### config.mk
export PLATFORM = sky130hd
export DESIGN_NAME = spm_spi_port
export DESIGN_NICKNAME = d
export VERILOG_FILES = /design/src/rtl/spm_pkg.sv /design/src/rtl/spm_pin_sync.sv /design/src/rtl/spm_spi_port.sv
export SDC_FILE = /design/constraint.sdc
export NUM_CORES = 1
export LEC_CHECK = 0
export CAP_MARGIN = 20
export CORE_UTILIZATION = 30
export DETAILED_ROUTE_END_ITERATION = 10
export DONT_BUFFER_PORTS = 1
export HOLD_SLACK_MARGIN = 0.15
export PLACE_DENSITY = 0.42
export RECOVER_POWER = 25
export SLEW_MARGIN = 20
export SYNTH_ARGS = -nofsm -noshare
export SYNTH_HDL_FRONTEND = slang
export SYNTH_SLANG_ARGS = --single-unit
### constraint.sdc
create_clock -name core_clk -period 3.85 [get_ports core_clk]
set_clock_uncertainty 0.05 [all_clocks]
set_input_delay 0.77 -clock core_clk [delete_from_list [all_inputs] [get_ports core_clk]]
set_output_delay 0.77 -clock core_clk [all_outputs]
set_load 0.01 [all_outputs]
### src/rtl/spm_pkg.sv
// Shared constants and types of the serial peripheral port.
// Assumes one 40 MHz core clock; register indices are word indices on AHB-Lite.
package spm_pkg;
   // Register word indices; the byte address is four times the index.
   localparam logic [7:0] CTL_IDX = 8'hbc;
   localparam logic [7:0] STA_IDX = 8'hbd;
   localparam logic [7:0] DAT_IDX = 8'hbe;
   localparam logic [7:0] EVT_IDX = 8'hc0;
   localparam logic [7:0] MSK_IDX = 8'hc1;
   localparam logic [7:0] NO_IDX  = 8'h00;
   localparam int unsigned IDX_LSB = 2;
   localparam int unsigned IDX_MSB = 9;

   // Control register fields.
   localparam int unsigned CTL_EN    = 7;
   localparam int unsigned CTL_MASTER_SELECT_BIT  = 6;
   localparam int unsigned CTL_CLOCK_IDLE_LEVEL  = 5;
   localparam int unsigned CTL_CLOCK_SAMPLE_EDGE  = 4;
   localparam int unsigned CTL_SELECT_PIN_IGNORE = 3;
   localparam int unsigned CTL_BIT_ORDER_SELECT  = 2;
   localparam int unsigned CTL_RATE  = 0;

   // Status flags sit in bits 7..3; the event and mask registers share that layout.
   localparam int unsigned STA_BUSY = 2;
   localparam int unsigned FLG_LSB  = 3;
   localparam int unsigned F_DONE   = 4;
   localparam int unsigned F_WRITE_COLLISION_FLAG   = 3;
   localparam int unsigned F_MODE_FAULT_FLAG   = 2;
   localparam int unsigned F_OVF    = 1;
   localparam int unsigned F_RFULL  = 0;

   localparam logic [7:0] CTL_RST = 8'h00;
   localparam logic [4:0] FLG_RST = 5'h00;
   localparam logic [7:0] DAT_RST = 8'h00;
   localparam logic [4:0] EVT_RST = 5'h00;
   localparam logic [4:0] MSK_RST = 5'h00;

   // Sixteen clock edges make one byte.
   localparam logic [4:0] EDGE_LAST = 5'h0f;

   typedef enum logic [2:0] {
      ENG_IDLE = 3'b001,
      ENG_RUN  = 3'b010,
      ENG_DONE = 3'b100
   } spm_eng_t;

   typedef struct packed {
      logic sck;
      logic mosi;
      logic miso;
      logic ss_n;
   } spm_pin_in_t;

   typedef struct packed {
      logic sck_o;
      logic sck_oe;
      logic mosi_o;
      logic mosi_oe;
      logic miso_o;
      logic miso_oe;
   } spm_pin_out_t;

   localparam spm_pin_in_t PIN_IN_RST = '{sck: 1'b0, mosi: 1'b0, miso: 1'b0, ss_n: 1'b1};
endpackage : spm_pkg

### src/rtl/spm_pin_sync.sv
// Two-stage synchroniser for the serial port input pins.
// Assumes the pins are asynchronous to core_clk and change slowly against it.
`timescale 1ns/100ps
module spm_pin_sync
   import spm_pkg::*;
(
   input  wire logic                 core_clk,
   input  wire logic                 rst_n,
   input  wire spm_pkg::spm_pin_in_t pin_i,
   output spm_pkg::spm_pin_in_t      pin_s
);
   typedef struct packed {
      spm_pin_in_t meta;
      spm_pin_in_t sync;
   } spm_sync_st_t;

   localparam spm_sync_st_t SYNC_RST = '{meta: PIN_IN_RST, sync: PIN_IN_RST};

   spm_sync_st_t q;
   spm_sync_st_t n;

   // The first stage feeds only the second one.
   always_comb begin
      n      = q;
      n.meta = pin_i;
      n.sync = q.meta;
   end

   always_ff @(posedge core_clk or negedge rst_n) begin
      if (!rst_n) begin
         q <= SYNC_RST;
      end else begin
         q <= n;
      end
   end

   assign pin_s = q.sync;
endmodule : spm_pin_sync

### src/rtl/spm_spi_port.sv
// Byte-wide serial peripheral port, master or slave, with AHB-Lite registers.
// Assumes a 40 MHz core_clk, single word AHB-Lite transfers and slow pins.
//
// Design decision made here: register access over AHB-Lite.
`timescale 1ns/100ps

// What this block does
// [RL1] Clock polarity bit sets idle clock level: low when clear, high when set.
// [RL2] Clock phase bit: sample on first edge when clear, second edge when set.
// [RL3] Transfer-done flag rises when each byte transfer finishes.
// [RL4] Interrupt vectoring or writing zero clears the transfer-done flag.
// [RL5] Writing data while busy raises the write-collision flag.
// [RL6] Write-collision clears by writing zero or by a data write when idle.
// [RL7] Master with select pin honoured: select low raises mode fault; zero clears.
// [RL8] Mode fault clears the enable and master-select control bits.
// [RL9] A finished transfer raises the receive-full flag.
// [RL10] Transfer ending while receive-full is set raises receive-overrun.
// [RL11] Receive-full and overrun clear by writing zero or reading data.
// [RL12] Busy flag stands high for the whole transfer.
// [RL13] Data write when idle loads the shift register; in master mode it starts a transfer.
// [RL14] Reading data returns the receive buffer, not the shift register.
// [RL15] Rate field divides the core clock by 2, 4, 8 or 16.
// [RL16] Enable gates transfers and pin drive; master bit selects role; order bit selects LSB first.
// [RL17] Select-ignore bit set makes the port disregard the select pin.
module spm_spi_port
   import spm_pkg::*;
(
   input  wire logic                 core_clk,
   input  wire logic                 rst_n,
   input  wire logic                 hsel,
   input  wire logic [31:0]          haddr,
   input  wire logic [1:0]           htrans,
   input  wire logic                 hwrite,
   input  wire logic [2:0]           hsize,
   input  wire logic [31:0]          hwdata,
   input  wire logic                 hready,
   output logic                      hreadyout,
   output logic                      hresp,
   output logic [31:0]               hrdata,
   input  wire spm_pkg::spm_pin_in_t pin_i,
   output spm_pkg::spm_pin_out_t     pin_o,
   input  wire logic                 vector_ack,
   output logic                      irq
);
   typedef struct packed {
      logic [7:0]  ctl;
      logic [4:0]  flg;
      logic [4:0]  evt;
      logic [4:0]  msk;
      spm_eng_t    eng;
      logic [7:0]  rxbuf;
      logic [7:0]  shreg;
      logic        out_bit;
      logic        sck_ph;
      logic        last_sck;
      logic [4:0]  edges;
      logic [3:0]  div;
      logic        dp_wr;
      logic        dp_rd;
      logic        rd_wait;
      logic [7:0]  dp_idx;
      logic [31:0] rdata;
   } spm_state_t;

   localparam spm_state_t STATE_RST = '{ctl: CTL_RST, flg: FLG_RST, evt: EVT_RST, msk: MSK_RST,
                                        eng: ENG_IDLE, rxbuf: DAT_RST, shreg: DAT_RST,
                                        dp_idx: NO_IDX, default: '0};

   function automatic logic tx_bit(input logic [7:0] d, input logic lsb_first);
      tx_bit = lsb_first ? d[0] : d[7];
   endfunction : tx_bit

   function automatic logic [7:0] shift_in(input logic [7:0] d, input logic b, input logic lsb_first);
      shift_in = lsb_first ? {b, d[7:1]} : {d[6:0], b};
   endfunction : shift_in

   function automatic logic [3:0] half_lim(input logic [1:0] rate);
      case (rate)
         2'h0:    half_lim = 4'h0;
         2'h1:    half_lim = 4'h1;
         2'h2:    half_lim = 4'h3;
         default: half_lim = 4'h7;
      endcase
   endfunction : half_lim

   function automatic logic [7:0] idx_of(input logic [31:0] a);
      idx_of = (a[31:IDX_MSB+1] == '0 && a[IDX_LSB-1:0] == '0) ? a[IDX_MSB:IDX_LSB] : NO_IDX;
   endfunction : idx_of

   spm_state_t  q;
   spm_state_t  n;
   spm_pin_in_t pin_s;

   logic       en;
   logic       mst;
   logic       clock_idle_level;
   logic       clock_sample_edge;
   logic       select_pin_ignore;
   logic       bit_order_select;
   logic [1:0] rate;
   logic       busy;
   logic       sel;
   logic       aph;
   logic       rd_now;
   logic [7:0] wdat;
   logic       wr_ctl;
   logic       wr_sta;
   logic       wr_dat;
   logic       wr_evt;
   logic       wr_msk;
   logic       rd_dat;
   logic       fault;
   logic       tick;
   logic       edge_ev;
   logic       step;
   logic       fin;
   logic       start;
   logic       in_bit;
   logic [4:0] set_v;
   logic [7:0] rd_val;

   spm_pin_sync u_sync (
      .core_clk (core_clk),
      .rst_n    (rst_n),
      .pin_i    (pin_i),
      .pin_s    (pin_s)
   );

   assign en    = q.ctl[CTL_EN];
   assign mst   = q.ctl[CTL_MASTER_SELECT_BIT];
   assign clock_idle_level  = q.ctl[CTL_CLOCK_IDLE_LEVEL];
   assign clock_sample_edge  = q.ctl[CTL_CLOCK_SAMPLE_EDGE];
   assign select_pin_ignore = q.ctl[CTL_SELECT_PIN_IGNORE];
   assign bit_order_select  = q.ctl[CTL_BIT_ORDER_SELECT];
   assign rate  = q.ctl[CTL_RATE +: 2];
   // [RL12] busy over transfer
   assign busy  = (q.eng != ENG_IDLE);
   assign fin   = (q.eng == ENG_DONE);
   // [RL17] select pin ignored
   assign sel   = select_pin_ignore || !pin_s.ss_n;
   // [RL7] master select fault
   assign fault = en && mst && !select_pin_ignore && !pin_s.ss_n;

   // Reads take one wait state so that a write in the preceding data phase is seen.
   assign aph    = hsel && htrans[1] && hready;
   assign rd_now = q.dp_rd && q.rd_wait;
   assign wdat   = hwdata[7:0];
   assign wr_ctl = q.dp_wr && q.dp_idx == CTL_IDX;
   assign wr_sta = q.dp_wr && q.dp_idx == STA_IDX;
   assign wr_dat = q.dp_wr && q.dp_idx == DAT_IDX;
   assign wr_evt = q.dp_wr && q.dp_idx == EVT_IDX;
   assign wr_msk = q.dp_wr && q.dp_idx == MSK_IDX;
   assign rd_dat = rd_now && q.dp_idx == DAT_IDX;

   // [RL16] master drives on start
   assign start = wr_dat && !busy && en && mst;

   // [RL15] clock rate divider
   assign tick    = (q.div == half_lim(rate));
   assign edge_ev = mst ? (q.eng == ENG_RUN && tick) : (en && sel && pin_s.sck != q.last_sck);
   assign step    = edge_ev && (q.eng == ENG_RUN || (q.eng == ENG_IDLE && !mst));
   assign in_bit  = mst ? pin_s.miso : pin_s.mosi;

   // [RL3] [RL5] [RL9] [RL10] flag raise events
   assign set_v = {fin, wr_dat && busy, fault, fin && q.flg[F_RFULL], fin};

   always_comb begin
      case (q.dp_idx)
         CTL_IDX: rd_val = q.ctl;
         STA_IDX: rd_val = {q.flg, busy, 2'h0};
         // [RL14] read receive buffer
         DAT_IDX: rd_val = q.rxbuf;
         EVT_IDX: rd_val = {q.evt, 3'h0};
         MSK_IDX: rd_val = {q.msk, 3'h0};
         default: rd_val = 8'h00;
      endcase
   end

   always_comb begin
      n          = q;
      n.last_sck = pin_s.sck;

      if (aph) begin
         n.dp_wr   = hwrite;
         n.dp_rd   = !hwrite;
         n.rd_wait = !hwrite;
         n.dp_idx  = idx_of(haddr);
      end else if (hready) begin
         n.dp_wr = 1'b0;
         n.dp_rd = 1'b0;
      end
      if (rd_now) begin
         n.rdata   = {24'h00_0000, rd_val};
         n.rd_wait = 1'b0;
      end

      if (wr_ctl) begin
         n.ctl = wdat;
      end
      if (wr_msk) begin
         n.msk = wdat[7:FLG_LSB];
      end
      if (wr_evt) begin
         n.evt = q.evt & ~wdat[7:FLG_LSB];
      end
      // [RL4] [RL6] [RL11] zero writes clear
      if (wr_sta) begin
         n.flg = q.flg & wdat[7:FLG_LSB];
      end
      // [RL4] vectoring clears done
      if (vector_ack) begin
         n.flg[F_DONE] = 1'b0;
      end
      // [RL11] data read clears
      if (rd_dat) begin
         n.flg[F_OVF]   = 1'b0;
         n.flg[F_RFULL] = 1'b0;
      end

      // [RL13] load and start
      if (wr_dat && !busy) begin
         n.flg[F_WRITE_COLLISION_FLAG] = 1'b0;
         n.shreg       = wdat;
         n.out_bit     = tx_bit(wdat, bit_order_select);
         if (en && mst) begin
            n.eng   = ENG_RUN;
            n.edges = 5'h00;
            n.sck_ph = 1'b0;
         end
      end

      // [RL15] divider restarts each byte
      n.div = (tick || q.eng != ENG_RUN || !mst) ? 4'h0 : 4'(q.div + 4'h1);

      // [RL2] sample or shift edge
      if (step) begin
         if (q.edges[0] == clock_sample_edge) begin
            n.shreg = shift_in(n.shreg, in_bit, bit_order_select);
         end else begin
            n.out_bit = tx_bit(n.shreg, bit_order_select);
         end
         n.sck_ph = !q.sck_ph;
         n.edges  = 5'(q.edges + 5'h01);
         n.eng    = (q.edges == EDGE_LAST) ? ENG_DONE : ENG_RUN;
      end

      case (q.eng)
         ENG_IDLE: begin
            if (!wr_dat && !step) begin
               n.out_bit = tx_bit(q.shreg, bit_order_select);
            end
         end
         ENG_RUN: begin
            // A slave that loses its select mid-byte drops the partial byte.
            if (!mst && !sel) begin
               n.eng    = ENG_IDLE;
               n.edges  = 5'h00;
               n.sck_ph = 1'b0;
            end
         end
         ENG_DONE: begin
            // [RL9] receive buffer update
            n.rxbuf  = q.shreg;
            n.eng    = ENG_IDLE;
            n.edges  = 5'h00;
            n.sck_ph = 1'b0;
         end
         default: begin
            n.eng = ENG_IDLE;
         end
      endcase

      // [RL16] disable stops activity
      if (!en && q.eng == ENG_RUN) begin
         n.eng    = ENG_IDLE;
         n.edges  = 5'h00;
         n.sck_ph = 1'b0;
      end

      // [RL8] fault drops enable, master
      if (fault) begin
         n.ctl[CTL_EN]   = 1'b0;
         n.ctl[CTL_MASTER_SELECT_BIT] = 1'b0;
         n.eng           = ENG_IDLE;
         n.edges         = 5'h00;
         n.sck_ph        = 1'b0;
      end

      // Hardware sets are applied last so they win over any clear in the same cycle.
      n.flg = n.flg | set_v;
      n.evt = n.evt | set_v;
   end

   always_ff @(posedge core_clk or negedge rst_n) begin
      if (!rst_n) begin
         q <= STATE_RST;
      end else begin
         q <= n;
      end
   end

   assign hreadyout = !rd_now;
   assign hresp     = 1'b0;
   assign hrdata    = q.rdata;
   assign irq       = |(q.evt & q.msk);

   // [RL1] idle clock level
   assign pin_o.sck_o   = clock_idle_level ^ q.sck_ph;
   assign pin_o.sck_oe  = en && mst;
   assign pin_o.mosi_o  = q.out_bit;
   assign pin_o.mosi_oe = en && mst;
   assign pin_o.miso_o  = q.out_bit;
   assign pin_o.miso_oe = en && !mst && sel;
endmodule : spm_spi_port

Word level (Yosys, flattened, before mapping)

Cells that the tools add are included.

Word-level logic and storage cells: 146
Bits in writable memories: 0
Input bits: 79
Bits in latches: 0
Bits in registers: 81
Output and inout port bits: 41
Memory bits (read-only): 0
Memories: 0

Multiply operators: 0
Equality and inequality tests: 16
Add/sub/neg operators: 2
Order comparisons: 0
Bitwise logic cells: 7
Multiplexer cells: 47
Divide/modulo/power cells: 0
Reduce and logical (&&, ||, !) cells: 48
Shift-type cells: 0

Operators with widths:

| kind                  | number |
|---|---|
| $eq A8 B8 Y1 const B  | 5 |
| $mux W5               | 8 |
| $pmux W8 S5           | 1 |
| $mux W8               | 4 |
| $logic_and A1 B1 Y1   | 26 |
| $logic_not A22 Y1     | 1 |
| $mux W3               | 7 |
| $mux W10              | 2 |
| $and A5 B5 Y5         | 3 |
| $mux W1               | 15 |
| $logic_not A1 Y1      | 11 |
| $or A5 B5 Y5          | 2 |
| $pmux W5 S2           | 1 |
| $mux W9               | 1 |
| $pmux W3 S3           | 1 |
| $mux W2               | 4 |
| $pmux W3 S2           | 1 |
| $reduce_bool A2 Y1    | 3 |
| $add A5 B1 Y5 const B | 1 |
| $eq A5 B4 Y1 const B  | 1 |
| $not A5 Y5            | 1 |
| $reduce_or A5 Y1      | 1 |
| $add A4 B1 Y4 const B | 1 |
| $eq A4 B4 Y1          | 1 |
| 14 further kinds      | 18 |

Logic depth before layout (Yosys ltp)

Gate-level depths: netlist (run 1).

Depth in word-level cells: 11
Gate-level depth with buffers: 8
Gate-level depth less buffers: 6

Cells and area by module

A second synthesis (run 1) with hierarchy kept.

Cell total of the unflattened synthesis: 403
Area, all modules: 4262.8 um^2

By module, submodules not included:

| module       | times used | cells each | area an instance (um^2) | sequential area each (um^2) |
|---|---|---|---|---|
| spm_spi_port | 1          | 395        | 4060.1                  | 1828.0 |
| spm_pin_sync | 1          | 8          | 202.7                   | 202.7 |

Least setup slack after synthesis (run 1)

Ideal clock, no wire load.

Path kind: flip-flop to flip-flop
From: register q[71] (netlist name)
To: register q[56] (netlist name)
Path buffers: 1
Data required time: 3.675 ns
Data arrival time: 1.871 ns
Slack: 1.805 ns
Setup time: 0.125 ns
Period minus slack after synthesis: 2.045 ns
Stages on the path, launching flop included: 7
Path through: dfstp_2 or3b_4 nor4_4 buf_6 mux2i_1 mux2i_1 mux2_2

RTL lines:

| item                   | RTL line            | RTL |
|---|---|---|
| from (decl)            | spm_spi_port.sv:90  | `spm_state_t q;` |
| from (signal assigned) | spm_spi_port.sv:298 | `q <= n;` |

==> flow_summary.json, run 1 <==
{
  "outcome": "finished with violations",
  "violations": "capacitance limit, slew limit",
  "final_cells": 578,
  "grtUsageMet1_pct": 20.7,
  "netlist_instances": 403,
  "post_drt_wl_per_cell_um": 18.2,
  "dpl_cell_area_um2": 4240,
  "period_minus_slack_ns": 2.80,
  "dieArea_um2": 14700,
  "insertedDiodeCount": 0,
  "p_sw_mw": 0.645,
  "synth_top_cell_area_share_pct": 45.8,
  "ys_async_sr_fraction_pct": 100,
  "drive_above_1_share_pct": 15.3,
  "start_util_pct": 30.7,
  "critPathCaptureType": "flip-flop",
  "cts_buffer_depth": 2,
  "clk_latency_ns": 0.35,
  "rows": 43,
  "port_buffers": 0,
  "cts.clk_slew.worst_paths_ns": 0.06,
  "crit_start": "q[32]",
  "cp_max_fo": 16,
  "grt.met2_usage_pct": 24.0,
  "synthFlopType": "dfrtp_1",
  "setup_viol": 0,
  "grt_pass1_vias": 2918,
  "die_h_um": 121,
  "root_buffer": "clkbuf_16",
  "yosysUniqueCellTypes": 63,
  "hold_class": "in2async",
  "grtUsageTotal_pct": 15.6,
  "dp_cells": 561,
  "synth_edf_count": 0,
  "finalHoldViolations": 0,
  "cp_data_required_time_ns": 4.04,
  "fin_area_um2": 4560,
  "cts_made_buffers": 9,
  "regArea_um2": 2030,
  "ir_worst_vdd_mv": 0.244,
  "max_cap_violations": 1,
  "seq_power_share_pct": 45.0,
  "period_share_pct": 72.8,
  "grt-busiest-layer": "met2",
  "pwr-share-clk_pct": 39.4,
  "multi_input_area_um2": 1940,
  "ys_ff_latch": 81,
  "drtIter0Drc": 132,
  "io_pins": 120,
  "dieWidth_um": 121,
  "synth_top_area_cell": "dfrtp_1",
  "utilization_pct": 32.8,
  "grt_overflow": 0,
  "synth_area_leaders": "dfrtp_1, buf_4, mux2_2",
  "core_area_um2": 13900,
  "syn_avg_cell_area_um2": 10.6,
  "r2r_start": "q[32]",
  "fmax_mhz": 357,
  "grt_pass1_wl_um": 16700,
  "path_class": "reg2reg",
  "dr.pass1.iters": 4,
  "htree_levels": 3,
  "rsz0062_at_grt": "false",
  "powerDensity_nw_per_um2": 501,
  "use_met3_pct": 4.84,
  "viasPerCell": 5.05,
  "nFillCells": 1433,
  "post-place-ws_ns": 1.07,
  "tns_ns": 0,
  "cp.arrival_ns": 2.99,
  "cts_sinks": 81,
  "grt_max_degree": 79,
  "p_comb_share_pct": 15.5,
  "slew_headroom_pct": -35.2,
  "p_int_mw": 1.64,
  "gp_congestion": 0.786,
  "final_antenna_net_count": 0,
  "swShare_pct": 28.2,
  "leakage_nw": 1.95,
  "final_nets": 475,
  "cts_tree": "yes",
  "postCtsSetupRepairBufs": 0,
  "area_delta_synth_final_pct": 6.87,
  "routed-via-count": 2920,
  "wl_um": 10500,
  "tightest_slew_ns": 2.03,
  "antenna_found_initial": 0,
  "remaining_drc_errors": 0,
  "setup_ws_ns": 1.05,
  "start_kind": "flip-flop",
  "drv_slew": 79,
  "seq_area_frac_synth_pct": 47.6,
  "netlist_area_um2": 4260,
  "hpwl_um": 7380,
  "yosys_warnings": 0,
  "cts_resized": 0
}
## cell type report
cell class	count	area share, %
inverters	10	0.824
flip-flops and latches	81	44.6
repair buffers	2	0.275
clock buffers	14	6.01
clock inverters	2	0.769
multi-input cells	289	42.6
well taps	180	4.94
## path summary, 6_finish.rpt
check,endpoint,slack (ns),cells after the start
worst max-delay path,q[60],1.05,6
worst min-delay path,q[71],0.21,0
worst max register to register,q[60],1.05,6
worst min register to register,u_sync.pin_s[3],0.30,0
max in group asynchronous,q[83],1.61,1
min in group core_clk,u_sync.pin_s[3],0.30,0
## layer usage
metal / up-vias / wire length [µm]
li1: 1365 / -
met1: 1470 / 5030
met2: 70 / 4930
met3: 15 / 423
met4: 0 / 161
met5: - / 0
## cells in the mapped netlist (2+ instances only)
library cell	number
o21ai_0	21
o2bb2ai_1	2
a211oi_1	2
nand4_1	3
nand3_1	11
nand2b_1	3
a22oi_1	8
a21o_1	6
ha_1	3
dfstp_2	3
a221oi_1	4
a22o_1	9
nor2_1	15
o22ai_1	2
dfrtp_1	78
xor2_1	3
xnor2_1	3
nor3b_2	3
clkbuf_1	5
inv_1	9
buf_4	38
nor3_1	8
and2_1	2
buf_6	2
nand2_1	55
a21oi_1	17
a31o_2	4
nor2b_1	7
mux2_2	19
nor3b_1	2
nor4_1	6
mux2i_1	18
nor4_4	2
## placed cells by master (no fill, tap or decap), drive strengths merged, types with 5 or more instances in the layout
cell type,n
a21oi,17
mux2i,18
nor2b,7
a22oi,8
conb,25
nor3b,5
clkbuf,15
nand2,56
inv,10
dfrtp,78
o21ai,21
a22o,9
mux2,19
nor2,16
nor4,8
a21o,7
nor3,9
nand3,11
## kinds of logic (layout without fill, tap and decap cells)
group / after synthesis / count (layout) / share of synthesized area, %
simple gates: 130 / 130 / 17.2
compound gates: 88 / 88 / 14.7
flops: 81 / 81 / 47.6
buf+inv: 57 / 28 / 8.95
mux: 37 / 37 / 9.25
xor+xnor: 6 / 6 / 1.23
fa+ha+maj: 3 / 3 / 0.881
other cells: 1 / 25 / 0.0880
## stage by stage
step	total power, mW	hold WS [ns]
final	2.28	0.214
after global routing	2.41	0.192
after CTS	2.32	0.195
after detailed placement	1.39	0.287
after global placement	1.38	0.282
after floorplan	1.33	0.281
## timing repair
action                                  in CTS  in global routing
endpoints found under the setup margin       0                  0
hold buffers                                 1                  0
hold endpoints to repair                    78                  0
## power by group through the flow
stage / sequential (mW) / clock, mW / combinational (mW)
2_1_floorplan: 1.00 / 0 / 0.330
3_3_place_gp: 1.04 / 0 / 0.338
3_5_place_dp: 1.04 / 0 / 0.342
4_1_cts: 1.03 / 0.933 / 0.364
5_1_grt: 1.04 / 0.971 / 0.398
6_report: 1.03 / 0.900 / 0.355
## critical path, cell delays in order, from the launching register on
cell and delay [ns]:
dfrtp_1 0.62, nand4bb_2 0.42, nor4_4 0.72, buf_4 0.25, mux2i_1 0.29, mux2i_1 0.12, a21o_1 0.20
## sequential cells by signal, summed over array words and instances, names as in the netlist, named ones only
name and flops:
q 58, u_sync.n 4, hrdata 8, mst 1, clock_idle_level 1, pin_o 1
en 1, clock_sample_edge 1, u_sync.pin_s 4, bit_order_select 1
No activity file was read; power rests on OpenSTA's default activity.
==> run 2: changes to the inputs <==
--- a/config.mk
+++ b/config.mk
@@ -10,7 +10,7 @@
 export DETAILED_ROUTE_END_ITERATION = 10
 export DONT_BUFFER_PORTS = 1
 export HOLD_SLACK_MARGIN = 0.15
-export PLACE_DENSITY = 0.42
+export PLACE_DENSITY = 0.43
 export RECOVER_POWER = 25
 export SLEW_MARGIN = 20
 export SYNTH_ARGS = -nofsm -noshare
==> constraint.sdc (replaced) <==
create_clock -name core_clk -period 2.45 [get_ports core_clk]
set_clock_uncertainty 0.05 [all_clocks]
set_input_delay 0.49 -clock core_clk [delete_from_list [all_inputs] [get_ports core_clk]]
set_output_delay 0.49 -clock core_clk [all_outputs]
set_load 0.01 [all_outputs]
==> flow_summary.json, run 2 (synthesized netlist as in run 1, its figures left out) <==
{
  "outcome": "complete, no violations",
  "postCtsSetupRepairBufs": 0,
  "path_class": "reg2reg",
  "dieWidth_um": 121,
  "gp_congestion": 0.805,
  "setup_viol": 0,
  "drtIter0Drc": 143,
  "post_drt_wl_per_cell_um": 17.3,
  "clk_latency_ns": 0.35,
  "insertedDiodeCount": 0,
  "grtUsageTotal_pct": 15.6,
  "routed-via-count": 2928,
  "fmax_mhz": 438,
  "finalHoldViolations": 0,
  "final_cell_mix": "dfrtp_1, nand2_1, conb_1",
  "grt_overflow": 0,
  "cts_made_buffers": 9,
  "fin_area_um2": 4770,
  "leakage_nw": 2.08,
  "dr.pass1.iters": 5,
  "antenna_found_initial": 0,
  "largest_reg_flops": 58,
  "max_cap_violations": 0,
  "grt_pass1_wl_um": 16900,
  "dieArea_um2": 14700,
  "cts_tree": "yes",
  "drive_above_1_share_pct": 19.4,
  "root_buffer": "clkbuf_16",
  "io_pins": 120,
  "cts_resized": 0,
  "hold_class": "in2reg",
  "cts.clk_slew.worst_paths_ns": 0.06,
  "drv_slew": 0,
  "period_share_pct": 93.2,
  "die_h_um": 121,
  "start_kind": "flip-flop",
  "core_area_um2": 13900,
  "htree_levels": 3,
  "remaining_drc_errors": 0,
  "powerDensity_nw_per_um2": 777,
  "final_antenna_net_count": 0,
  "final_nets": 499,
  "cts_buffer_depth": 2,
  "grt_max_degree": 82,
  "slew_headroom_pct": 23.2,
  "largest-register": "q",
  "rows": 43,
  "critPathCaptureType": "flip-flop",
  "dpl_cell_area_um2": 4380,
  "wl_um": 10400,
  "final_common_cell": "dfrtp_1",
  "tns_ns": 0,
  "rsz0062_at_grt": "false",
  "hpwl_um": 7490,
  "cts_sinks": 81,
  "viasPerCell": 4.86,
  "cp_data_required_time_ns": 2.63,
  "cp.arrival_ns": 2.47,
  "ir_worst_vdd_mv": 0.537,
  "tightest_slew_ns": 1.15,
  "area_delta_synth_final_pct": 11.9,
  "period_minus_slack_ns": 2.28,
  "cp_max_fo": 6,
  "start_util_pct": 30.7,
  "grt_pass1_vias": 2963,
  "port_buffers": 0
}
==> run 2: changes by cell type in the layout (fill, tap and decap cells not counted), sizes merged <==
cell / before / now
dlygate4sd3: 0 / 5
buf: 1 / 20
clkinv: 1 / 2
bufinv: 1 / 2
clkbuf: 15 / 12
clkinvlp: 0 / 1
==> run 2: final cells by class <==
cell class / count / area (µm²)
inverter: 10 / 37.5
clock buffer: 11 / 253
fill: 1412 / 9110
sequential: 81 / 2030
multi-input combinational: 289 / 1940
timing repair buffer: 26 / 208
tap: 180 / 225
clock inverter: 5 / 77.6
==> run 2: worst paths after layout <==
check / from / endpoint / cells after the start / slack [ns]
worst max-delay path: q[71] / q[56] / 6 / 0.17
worst min-delay path: hwrite / q[41] / 1 / 0.18
worst max register to register: q[71] / q[56] / 6 / 0.17
worst min register to register: u_sync.n[2] / u_sync.pin_s[2] / 0 / 0.30
max in group asynchronous: rst_n / q[45] / 2 / 0.72
min in group asynchronous: rst_n / q[75] / 2 / 0.91
==> run 2: per-layer routing <==
layer | global-route usage (%) | wire length, µm
met1 | 20.8 | 5000
met2 | 23.3 | 4910
met3 | 6.02 | 437
met4 | 4.55 | 72
met5 | 0 | 0
==> run 2: power by group <==
| group | total, mW | leakage, nW | internal, mW | switching, mW |
|---|---|---|---|---|
| Sequential | 1.60 | 1.04 | 1.47 | 0.128 |
| Combinational | 0.614 | 0.882 | 0.259 | 0.355 |
| Clock | 1.49 | 0.162 | 0.944 | 0.548 |
| Total | 3.71 | 2.08 | 2.68 | 1.03 |
==> run 2: repair_timing <==
| action | 4_1_cts | 5_1_grt |
|---|---|---|
| hold buffers | 6 | 0 |
| endpoints found under the hold margin | 85 | 0 |
| endpoints found under the setup margin | 0 | 0 |
==> run 2: stage by stage <==
| stage | std cells | hold slack [ns] | worst slack, ns | util (%) | power [mW] |
|---|---|---|---|---|---|
| final | 602 | 0.176 | 0.165 | 34.4 | 3.71 |
| after global routing | 602 | 0.154 | 0.0272 | 34.4 | 3.91 |
| after detailed placement | 580 | 0.149 | 0.140 | 31.6 | 2.21 |
| after floorplan | 427 | 0.144 | 0.405 | - | 2.09 |
| after global placement | 580 | 0.150 | 0.140 | 31.6 | 2.20 |
| after CTS | 602 | 0.167 | 0.126 | 34.5 | 3.77 |
==> run 2: critical path, stage by stage, from the launching register on <==
cell and delay, ns:
dfstp_2 0.56, or3b_4 0.44, nor4_4 0.22, buf_4 0.22
mux2i_1 0.31, mux2i_1 0.11, mux2_2 0.27
==> run 3: changes to the inputs <==
--- a/config.mk
+++ b/config.mk
@@ -15,4 +15,5 @@
 export SLEW_MARGIN = 20
 export SYNTH_ARGS = -nofsm -noshare
 export SYNTH_HDL_FRONTEND = slang
+export SYNTH_HIERARCHICAL = 1
 export SYNTH_SLANG_ARGS = --single-unit
==> flow_summary.json, run 3 <==
{
  "largest-register": "q",
  "htree_levels": 3,
  "seq_power_share_pct": 43.1,
  "cts_sinks": 81,
  "final_cell_mix": "dfrtp_1, nand2_1, conb_1",
  "synth_edf_count": 0,
  "max_cap_violations": 0,
  "seq_area_frac_synth_pct": 47.6,
  "dp_cells": 580,
  "p_int_mw": 2.68,
  "fmax_mhz": 437,
  "cts_buffer_depth": 2,
  "swShare_pct": 28.0,
  "dieArea_um2": 14700,
  "final_antenna_net_count": 0,
  "drv_slew": 0,
  "utilization_pct": 34.4,
  "clk_latency_ns": 0.35,
  "rows": 43,
  "cp_max_fo": 6,
  "gp_congestion": 0.805,
  "hold_class": "in2reg",
  "cts_tree": "yes",
  "ir_worst_vdd_mv": 0.537,
  "cts.clk_slew.worst_paths_ns": 0.06,
  "viasPerCell": 4.87,
  "rsz0062_at_grt": "false",
  "root_buffer": "clkbuf_16",
  "period_minus_slack_ns": 2.29,
  "antenna_found_initial": 0,
  "setup_viol": 0,
  "multi_input_area_um2": 1940,
  "routed-via-count": 2929,
  "start_util_pct": 30.7,
  "insertedDiodeCount": 0,
  "io_pins": 120,
  "cp.arrival_ns": 2.47,
  "dr.pass1.iters": 4,
  "p_sw_mw": 1.04,
  "pwr-share-clk_pct": 40.4,
  "hpwl_um": 7490,
  "ys_async_sr_fraction_pct": 100,
  "postCtsSetupRepairBufs": 0,
  "cp_data_required_time_ns": 2.63,
  "area_delta_synth_final_pct": 11.9,
  "grtUsageTotal_pct": 15.6,
  "cts_made_buffers": 9,
  "synthFlopType": "dfrtp_1",
  "cts_resized": 0,
  "tightest_slew_ns": 1.15,
  "power_mw": 3.72,
  "dieWidth_um": 121,
  "wl_um": 10400,
  "path_class": "reg2reg",
  "outcome": "complete, no violations",
  "slew_headroom_pct": 23.3,
  "synth_area_leaders": "dfrtp_1, buf_4, mux2_2",
  "final_common_cell": "dfrtp_1",
  "core_area_um2": 13900,
  "die_h_um": 121,
  "synth_top_area_cell": "dfrtp_1",
  "tns_ns": 0,
  "synth.most_common_cell": "dfrtp_1",
  "drive_above_1_share_pct": 19.4,
  "post-place-ws_ns": 0.140,
  "period_share_pct": 93.4,
  "setup_ws_ns": 0.162,
  "start_kind": "flip-flop",
  "netlist_instances": 403,
  "grt_pass1_wl_um": 16900,
  "synthTopCellsByCount": "dfrtp_1, nand2_1, buf_4, o21ai_0, mux2_2",
  "final_cells": 602,
  "final_nets": 499,
  "drtIter0Drc": 145,
  "largest_reg_flops": 58,
  "netlist_area_um2": 4260,
  "yosysUniqueCellTypes": 63,
  "grt_overflow": 0,
  "port_buffers": 0,
  "syn_avg_cell_area_um2": 10.6,
  "p_comb_share_pct": 16.5,
  "remaining_drc_errors": 0,
  "grt_max_degree": 82,
  "leakage_nw": 2.08,
  "critPathCaptureType": "flip-flop",
  "regArea_um2": 2030,
  "finalHoldViolations": 0,
  "synth_top_cell_area_share_pct": 45.8,
  "yosys_warnings": 6,
  "post_drt_wl_per_cell_um": 17.3,
  "powerDensity_nw_per_um2": 779,
  "grt_pass1_vias": 2963,
  "nFillCells": 1412,
  "ys_ff_latch": 81
}
run 3: cell type report:
| class | instances | area share, % |
|---|---|---|
| repair buffers | 26 | 4.35 |
| clock buffers | 11 | 5.30 |
| inverters | 10 | 0.787 |
| multi-input cells | 289 | 40.7 |
| well taps | 180 | 4.72 |
| flip-flops and latches | 81 | 42.6 |
| clock inverters | 5 | 1.63 |
run 3: routing by layer:
layer / GRT usage [%] / wire length (µm) / vias up
li1: - / - / 1408
met1: 20.8 / 4950 / 1450
met4: 4.55 / 172 / 0
met3: 6.02 / 533 / 9
met5: 0 / 0 / -
met2: 23.3 / 4780 / 62
run 3: path summary, 6_finish.rpt:
kind                              from               to  slack (ns)  depth (start not counted)
max                              q[71]            q[56]        0.16                          6
min                             hwrite            q[41]        0.17                          1
max reg2reg                      q[71]            q[56]        0.16                          6
min reg2reg                u_sync/n[2]  u_sync/pin_s[2]        0.30                          0
max in group asynchronous        rst_n            q[45]        0.73                          2
min in group asynchronous        rst_n            q[75]        0.90                          2
run 3: worst max-delay path: stages (launching register included):
cell     delay [ns]
dfstp_2        0.56
or3b_4         0.44
nor4_4         0.22
buf_4          0.22
mux2i_1        0.31
mux2i_1        0.11
mux2_2         0.26
run 3: power by group through the flow:
stage | Combinational [mW] | Clock (mW) | Sequential, mW
2_1_floorplan | 0.518 | 0 | 1.57
5_1_grt | 0.682 | 1.61 | 1.62
4_1_cts | 0.626 | 1.54 | 1.60
3_3_place_gp | 0.577 | 0 | 1.62
6_report | 0.614 | 1.50 | 1.60
3_5_place_dp | 0.582 | 0 | 1.62
run 3: timing repair:
item / in CTS / in global routing
endpoints found under the hold margin: 85 / 0
hold buffers: 6 / 0
setup endpoints to repair: 0 / 0
run 3: metrics by stage:
| step | area (µm²) | hold slack, ns |
|---|---|---|
| final | 4770 | 0.173 |
| after global routing | 4770 | 0.154 |
| after CTS | 4790 | 0.167 |
| after detailed placement | 4380 | 0.149 |
| after global placement | 4380 | 0.150 |
| after floorplan | 4350 | 0.144 |
run 3: logic make-up (layout without fill, tap and decap cells):
family / Yosys count / in the layout / synth area share [%]
AND/OR/NAND/NOR: 130 / 130 / 17.2
flip-flops: 81 / 81 / 47.6
XOR/XNOR: 6 / 6 / 1.23
other: 1 / 25 / 0.0880
adder cells (fa/ha/maj): 3 / 3 / 0.881
AO/OA/AOI/OAI: 88 / 88 / 14.7
buffers and inverters: 57 / 52 / 8.95
multiplexers: 37 / 37 / 9.25
